## src/dee_pkg.sv

```systemverilog
// Package: register map, field layout and carrier types of the ECC error logger
`default_nettype none
package dee_pkg;
	// ==========================================================================
	// Register indices; byte address is four times the index
	// ==========================================================================
	localparam logic [7:0] REG_FIRST_IDX = 8'h80;
	localparam logic [7:0] REG_NEXT_IDX = 8'h82;
	localparam logic [7:0] REG_CTRL_EV_IDX = 8'h88;
	localparam logic [7:0] REG_MGMT_EV_IDX = 8'h8a;
	localparam logic [7:0] REG_SERR_IDX = 8'h8c;
	localparam int ADDR_W = 10;
	localparam int DATA_W = 32;
	// ==========================================================================
	// Fields and reset values
	// ==========================================================================
	localparam int BIT_CORR = 0;
	localparam int BIT_UNCORR = 1;
	localparam int FLAG_W = 2;
	localparam logic [1:0] FLAGS_RST = 2'h0;
	localparam logic [1:0] ENA_RST = 2'h0;
	localparam logic [1:0] WORD_LO = 2'h0;
	localparam logic [31:0] RDATA_RST = 32'h0000_0000;
	localparam logic [31:0] UNMAPPED_RD = 32'h0000_0000;

	// Errors reported by the memory controller in one cycle
	typedef struct packed {
		logic uncorr;
		logic corr;
	} dee_err_t;

	// Message outputs
	typedef struct packed {
		logic ctrl_ev;
		logic mgmt_ev;
		logic serr;
	} dee_msg_t;

	// Bus slave states (Gray along idle -> answer)
	typedef enum logic [0:0] {
		ST_IDLE = 1'b0,
		ST_ANSWER = 1'b1
	} dee_bus_st_t;
endpackage
`default_nettype wire
```

## src/dee_logger.sv

```systemverilog
// ECC error logger: first/next error registers, message routing, Avalon slave
`default_nettype none
module dee_logger
	import dee_pkg::*;
(
	input wire logic mclk,
	input wire logic rst,
	input wire logic [ADDR_W-1:0] avs_address,
	input wire logic avs_read,
	input wire logic avs_write,
	input wire logic [DATA_W-1:0] avs_writedata,
	input wire logic [3:0] avs_byteenable,
	output logic [DATA_W-1:0] avs_readdata,
	output logic avs_waitrequest,
	input wire dee_err_t ecc_err,
	output dee_msg_t msg_ff
);
	// ==========================================================================
	// Bus decode
	// ==========================================================================
	function automatic logic hit(input logic [ADDR_W-1:0] a,
		input logic [7:0] idx);
		hit = (a == {idx, WORD_LO});
	endfunction

	function automatic logic [FLAG_W-1:0] pack_err(input dee_err_t e);
		pack_err = {e.uncorr, e.corr};
	endfunction

	dee_bus_st_t st_ff;
	logic [DATA_W-1:0] rdata_ff;
	logic wait_ff;
	logic [FLAG_W-1:0] first_ff;
	logic [FLAG_W-1:0] next_ff;
	logic [FLAG_W-1:0] ena_ctrl_ff;
	logic [FLAG_W-1:0] ena_mgmt_ff;
	logic [FLAG_W-1:0] ena_serr_ff;
	logic [FLAG_W-1:0] nxt_first;
	logic [FLAG_W-1:0] nxt_next;
	logic [FLAG_W-1:0] err_in;
	logic [FLAG_W-1:0] rise;
	logic wr_acc;
	logic lane0;
	logic [FLAG_W-1:0] clr_first;
	logic [FLAG_W-1:0] clr_next;

	// Access completes in the answer state; one wait cycle always
	assign wr_acc = (st_ff == ST_ANSWER) && avs_write;
	assign lane0 = avs_byteenable[0];
	assign err_in = pack_err(ecc_err);
	assign clr_first = (wr_acc && lane0 && hit(avs_address, REG_FIRST_IDX)) ?
		avs_writedata[FLAG_W-1:0] : FLAGS_RST;
	assign clr_next = (wr_acc && lane0 && hit(avs_address, REG_NEXT_IDX)) ?
		avs_writedata[FLAG_W-1:0] : FLAGS_RST;

	// ==========================================================================
	// Bus handshake
	// ==========================================================================
	always_ff @(posedge mclk or posedge rst) begin
		if (rst) begin
			st_ff <= ST_IDLE;
		end else begin
			case (st_ff)
				ST_IDLE: begin
					if (avs_read || avs_write) begin
						st_ff <= ST_ANSWER;
					end
				end
				ST_ANSWER: st_ff <= ST_IDLE;
				default: st_ff <= ST_IDLE;
			endcase
		end
	end

	// Waitrequest high at idle while a request is pending, low in answer
	always_ff @(posedge mclk or posedge rst) begin
		if (rst) begin
			wait_ff <= 1'b1;
		end else begin
			wait_ff <= !((st_ff == ST_IDLE) && (avs_read || avs_write));
		end
	end
	assign avs_waitrequest = wait_ff;

	always_ff @(posedge mclk or posedge rst) begin
		if (rst) begin
			rdata_ff <= RDATA_RST;
		end else if ((st_ff == ST_IDLE) && avs_read) begin
			rdata_ff <= UNMAPPED_RD;
			if (hit(avs_address, REG_FIRST_IDX)) begin
				rdata_ff[FLAG_W-1:0] <= first_ff;
			end else if (hit(avs_address, REG_NEXT_IDX)) begin
				rdata_ff[FLAG_W-1:0] <= next_ff;
			end else if (hit(avs_address, REG_CTRL_EV_IDX)) begin
				rdata_ff[FLAG_W-1:0] <= ena_ctrl_ff;
			end else if (hit(avs_address, REG_MGMT_EV_IDX)) begin
				rdata_ff[FLAG_W-1:0] <= ena_mgmt_ff;
			end else if (hit(avs_address, REG_SERR_IDX)) begin
				rdata_ff[FLAG_W-1:0] <= ena_serr_ff;
			end
		end
	end
	assign avs_readdata = rdata_ff;

	// ==========================================================================
	// Enable registers
	// ==========================================================================
	always_ff @(posedge mclk or posedge rst) begin
		if (rst) begin
			ena_ctrl_ff <= ENA_RST;
			ena_mgmt_ff <= ENA_RST;
			ena_serr_ff <= ENA_RST;
		end else if (wr_acc && lane0) begin
			if (hit(avs_address, REG_CTRL_EV_IDX)) begin
				ena_ctrl_ff <= avs_writedata[FLAG_W-1:0];
			end
			if (hit(avs_address, REG_MGMT_EV_IDX)) begin
				ena_mgmt_ff <= avs_writedata[FLAG_W-1:0];
			end
			if (hit(avs_address, REG_SERR_IDX)) begin
				ena_serr_ff <= avs_writedata[FLAG_W-1:0];
			end
		end
	end

	// ==========================================================================
	// Error logging
	// ==========================================================================
	// Capture only when empty; a new error wins over a same-cycle clear in next, not in first
	always_comb begin
		nxt_first = first_ff & ~clr_first;
		if (first_ff == FLAGS_RST) begin
			nxt_first = err_in;
		end
	end

	always_comb begin
		nxt_next = next_ff & ~clr_next;
		if (first_ff != FLAGS_RST) begin
			nxt_next = nxt_next | err_in | next_ff & ~clr_next;
		end
	end

	always_ff @(posedge mclk or posedge rst) begin
		if (rst) begin
			first_ff <= FLAGS_RST;
			next_ff <= FLAGS_RST;
		end else begin
			first_ff <= nxt_first;
			next_ff <= nxt_next;
		end
	end

	// ==========================================================================
	// Message routing
	// ==========================================================================
	assign rise = (nxt_first & ~first_ff) | (nxt_next & ~next_ff);

	// Software keeps one kind per flag; the outputs stay independent
	always_ff @(posedge mclk or posedge rst) begin
		if (rst) begin
			msg_ff <= '0;
		end else begin
			msg_ff.ctrl_ev <= |(rise & ena_ctrl_ff);
			msg_ff.mgmt_ev <= |(rise & ena_mgmt_ff);
			msg_ff.serr <= |(rise & ena_serr_ff);
		end
	end
endmodule
`default_nettype wire

```

## config.mk

```make
export PLATFORM = sky130hd
export DESIGN_NAME = dee_logger
export DESIGN_NICKNAME = d
export VERILOG_FILES = /design/src/dee_pkg.sv /design/src/dee_logger.sv
export SDC_FILE = /design/constraint.sdc
export NUM_CORES = 1
export LEC_CHECK = 0
export ABC_AREA = 1
export BUFFER_PORTS_ARGS = -buffer_cell sky130_fd_sc_hd__buf_2
export CORE_UTILIZATION = 43
export CTS_CLUSTER_DIAMETER = 100
export DETAILED_ROUTE_END_ITERATION = 6
export GPL_TIMING_DRIVEN = 0
export PLACE_DENSITY_LB_ADDON = 0.05
export SLEW_MARGIN = 20
export SYNTH_ARGS = -nofsm -noshare
export SYNTH_HDL_FRONTEND = slang
export SYNTH_SLANG_ARGS = --single-unit
```

## constraint.sdc

```tcl
create_clock -name mclk -period 3 [get_ports mclk]
set_clock_uncertainty 0.15 [all_clocks]
set_input_delay 0 -clock mclk [delete_from_list [all_inputs] [get_ports mclk]]
set_output_delay 0 -clock mclk [all_outputs]
set_load 0.01 [all_outputs]
```

==> flow_summary.json <==
{
  "seq_area_frac_synth": 0.367,
  "reg2reg_depth": 3,
  "met2_usage": 0.267,
  "grt_max_degree": 18,
  "drtIter0Drc": 8,
  "relSlewSlack": 0.584,
  "grt_antenna_before_repair": 0,
  "routed_wl_mm": 2.23,
  "row_count": 18,
  "cts_tree": "built",
  "initial_core_util": 0.461,
  "use_met3": 0.0169,
  "areaGrowthSynthToFinish_pct": 31.2,
  "cts-root-buf": "clkbuf_4",
  "portBuffers": 24,
  "clock_power_share": 0.258,
  "required_ns": 3.06,
  "grt_pass1_wl_mm": 3.28,
  "powerDensity_nw_per_um2": 308,
  "grt-ovfl-total": 0,
  "power_frac_comb": 0.231,
  "fin_ws_ns": 1.64,
  "postSynthCellCount": 151,
  "swShare": 0.276,
  "fmax_mhz": 733,
  "pin_count": 88,
  "worst_hold_path_type": "primary input to flip-flop",
  "power.sequential.fraction": 0.511,
  "min-delay-start": "avs_address[2]",
  "min_path_cells": 6,
  "core_area_um2": 2520,
  "r2r_end": "msg_ff[0]$_DFF_PP0_",
  "place_ws_ns": 1.67,
  "p_int_w": 0.000341,
  "htreeDepth": 1,
  "synth-edff-count": 0,
  "grt_pass1_vias": 786,
  "critPathMaxFanout": 5,
  "p_sw_w": 0.000130,
  "period_share": 0.455,
  "fin_cells": 245,
  "clkTransAtPathRegs_ns": 0.10,
  "ctsResizeCount": 0,
  "maxCapViolCount": 0,
  "ant_nets": 0,
  "start_kind": "flip-flop",
  "track_usage": 0.161,
  "total_power_w": 0.000470,
  "firstDrtPassIters": 4,
  "critPathArrivalTime_ns": 1.42,
  "critPathSlowestCell": "dfrtp_1",
  "numCtsBuffers": 3,
  "netlist.top_cell.by_area": "dfrtp_1",
  "routedWlPerCell_um": 9.11,
  "postCtsHoldBufs": 7,
  "r2r_setup_slack_ns": 1.64,
  "dp.cells": 234,
  "max_stage_delay_ns": 0.41,
  "viasPerCell": 4.16,
  "crit_chain": "nor2_1 -> o21ai_0 -> o22ai_1",
  "syn_area_per_cell_um2": 7.70,
  "setup_tns_ns": 0,
  "gp_congestion": 0.907,
  "cts_buffer_depth": 2,
  "post_cts_buffers": 0,
  "n_fill_cell": 232,
  "worst_pin_slew_ns": 0.623,
  "die_x_um": 54.0,
  "rsz0062_at_grt": "no",
  "async_flop_share": 1.00,
  "synth-main-ff-cell": "dfrtp_1",
  "globalRoute.busiestLayer": "met2",
  "cp-end-kind": "flip-flop",
  "die_area_um2": 2910,
  "hold_ws_ns": 0.00354,
  "synth_top_area_frac": 0.344,
  "synth_warnings": 0,
  "clk_latency_ns": 0.29,
  "die_y_um": 54.0,
  "min_to": "avs_readdata[0]$_DFFE_PP0P_",
  "num_vias": 1019,
  "setup_violations": 0,
  "cts_sinks": 17,
  "drive_gt1_frac": 0.344,
  "synth_area_leaders": "dfrtp_1 34%, buf_4 19%, inv_1 8.1%",
  "fin_crit_ns": 1.36,
  "cp_top_family": "compound AO/OA/AOI/OAI gates",
  "leakagePower_nw": 0.871,
  "status": "finished, final reports clean",
  "hold_violations": 0,
  "critPathKind": "flip-flop to flip-flop",
  "drc": 0,
  "path_buf_inv": 0,
  "max-vdd-ir-drop_uv": 244,
  "dpl.hpwl_mm": 1.80,
  "n_antenna_cell": 0,
  "ys_types": 21,
  "synth_area_um2": 1160,
  "worstReg2RegStart": "first_ff[0]$_DFF_PP0_",
  "final_nets": 268,
  "slew_viol_final": 0,
  "grt_use_met1": 0.196,
  "synth_seq_cells": 17
}
[placed cells by master (no fill, tap or decap)]
cell,Yosys,layout
nand4_1,3,3
conb_1,1,30
nand2_1,19,19
o211ai_1,2,2
dlygate4sd3_1,0,7
nor2_4,4,4
nand2_4,1,1
clkbuf_1,0,1
o22ai_1,6,6
inv_2,4,4
dfstp_2,1,1
inv_1,25,25
nor2_1,9,9
clkbuf_4,0,3
nand3_1,8,8
buf_4,30,30
dfrtp_1,16,16
or2_2,1,1
o21ai_0,5,5
o31ai_2,1,1
nand2_2,2,2
o21ai_1,7,7
nor2_2,3,3
buf_2,0,24
nor3_1,3,3
[per-stage QoR]
step                area (um2)  utilization
global placement          1430        0.566
finish                    1530        0.605
detailed placement        1430        0.566
floorplan                 1270            -
CTS                       1530        0.605
global route              1530        0.605
[registers in the layout, summed over array words and instances (netlist names)]
| name | count |
|---|---|
| st_ff | 1 |
| ena_ctrl_ff | 2 |
| ena_serr_ff | 2 |
| first_ff | 2 |
| ena_mgmt_ff | 2 |
| next_ff | 2 |
| avs_waitrequest | 1 |
| msg_ff | 3 |
| avs_readdata | 2 |
[metal layers]
layer  vias up  wire length (um)
met5         -                 0
met4         0                49
met3         4               156
met2        42              1060
met1       432               971
li1        541                 -
[tightest hold or removal path, delay by kind of cell]
family                 cells  cell delay (ns)
AOI/OAI and AO/OA          1             0.09
buffers and inverters      1             0.09
and+or+nand+nor            4             0.24
[power groups by stage]
stage	logic (W)	registers, W	clock network, W
floorplan	0.0000745	0.000247	0
global placement	0.0000993	0.000245	0
CTS	0.000107	0.000241	0.000127
finish	0.000109	0.000241	0.000121
detailed placement	0.000100	0.000245	0
global route	0.000122	0.000241	0.000138
[logic make-up after synthesis]
group	after synthesis	synth area share
AOI/OAI and AO/OA	21	0.108
buffers and inverters	59	0.287
DFF	17	0.367
other	1	0.00323
and+or+nand+nor	53	0.235
[area by class of cell]
cell class / count / area, um2 / share of cell area
inverter: 29 / 109 / 0.0714
timing repair buffer: 31 / 190 / 0.125
clock buffer: 4 / 26.3 / 0.0172
buffer: 30 / 225 / 0.148
sequential: 17 / 427 / 0.280
multi-input combinational: 104 / 510 / 0.335
tap: 30 / 37.5 / 0.0246
[synthesized netlist by cell type, drive strengths merged, types with 2 or more instances]
| cell type | number |
|---|---|
| o22ai | 6 |
| nor2 | 16 |
| nand3 | 8 |
| nand4 | 3 |
| dfrtp | 16 |
| o21ai | 12 |
| nor3 | 3 |
| inv | 29 |
| o211ai | 2 |
| nand2 | 22 |
| buf | 30 |
[how the worst max path moves through the flow]
| stage | depth (start not counted) | end | from | slack, ns |
|---|---|---|---|---|
| 4_1_cts | 3 | msg_ff[0]$_DFF_PP0_ | first_ff[0]$_DFF_PP0_ | 1.64 |
| 5_1_grt | 3 | msg_ff[1]$_DFF_PP0_ | first_ff[1]$_DFF_PP0_ | 1.54 |
| 6_report | 3 | msg_ff[0]$_DFF_PP0_ | first_ff[0]$_DFF_PP0_ | 1.64 |
| 2_1_floorplan | 5 | ena_mgmt_ff[0]$_DFFE_PP0P_ | st_ff$_DFF_PP0_ | 1.85 |
| 3_3_place_gp | 3 | msg_ff[2]$_DFF_PP0_ | first_ff[0]$_DFF_PP0_ | 1.67 |
| 3_5_place_dp | 3 | msg_ff[2]$_DFF_PP0_ | first_ff[0]$_DFF_PP0_ | 1.67 |
No activity file was read; power rests on OpenSTA's default activity.
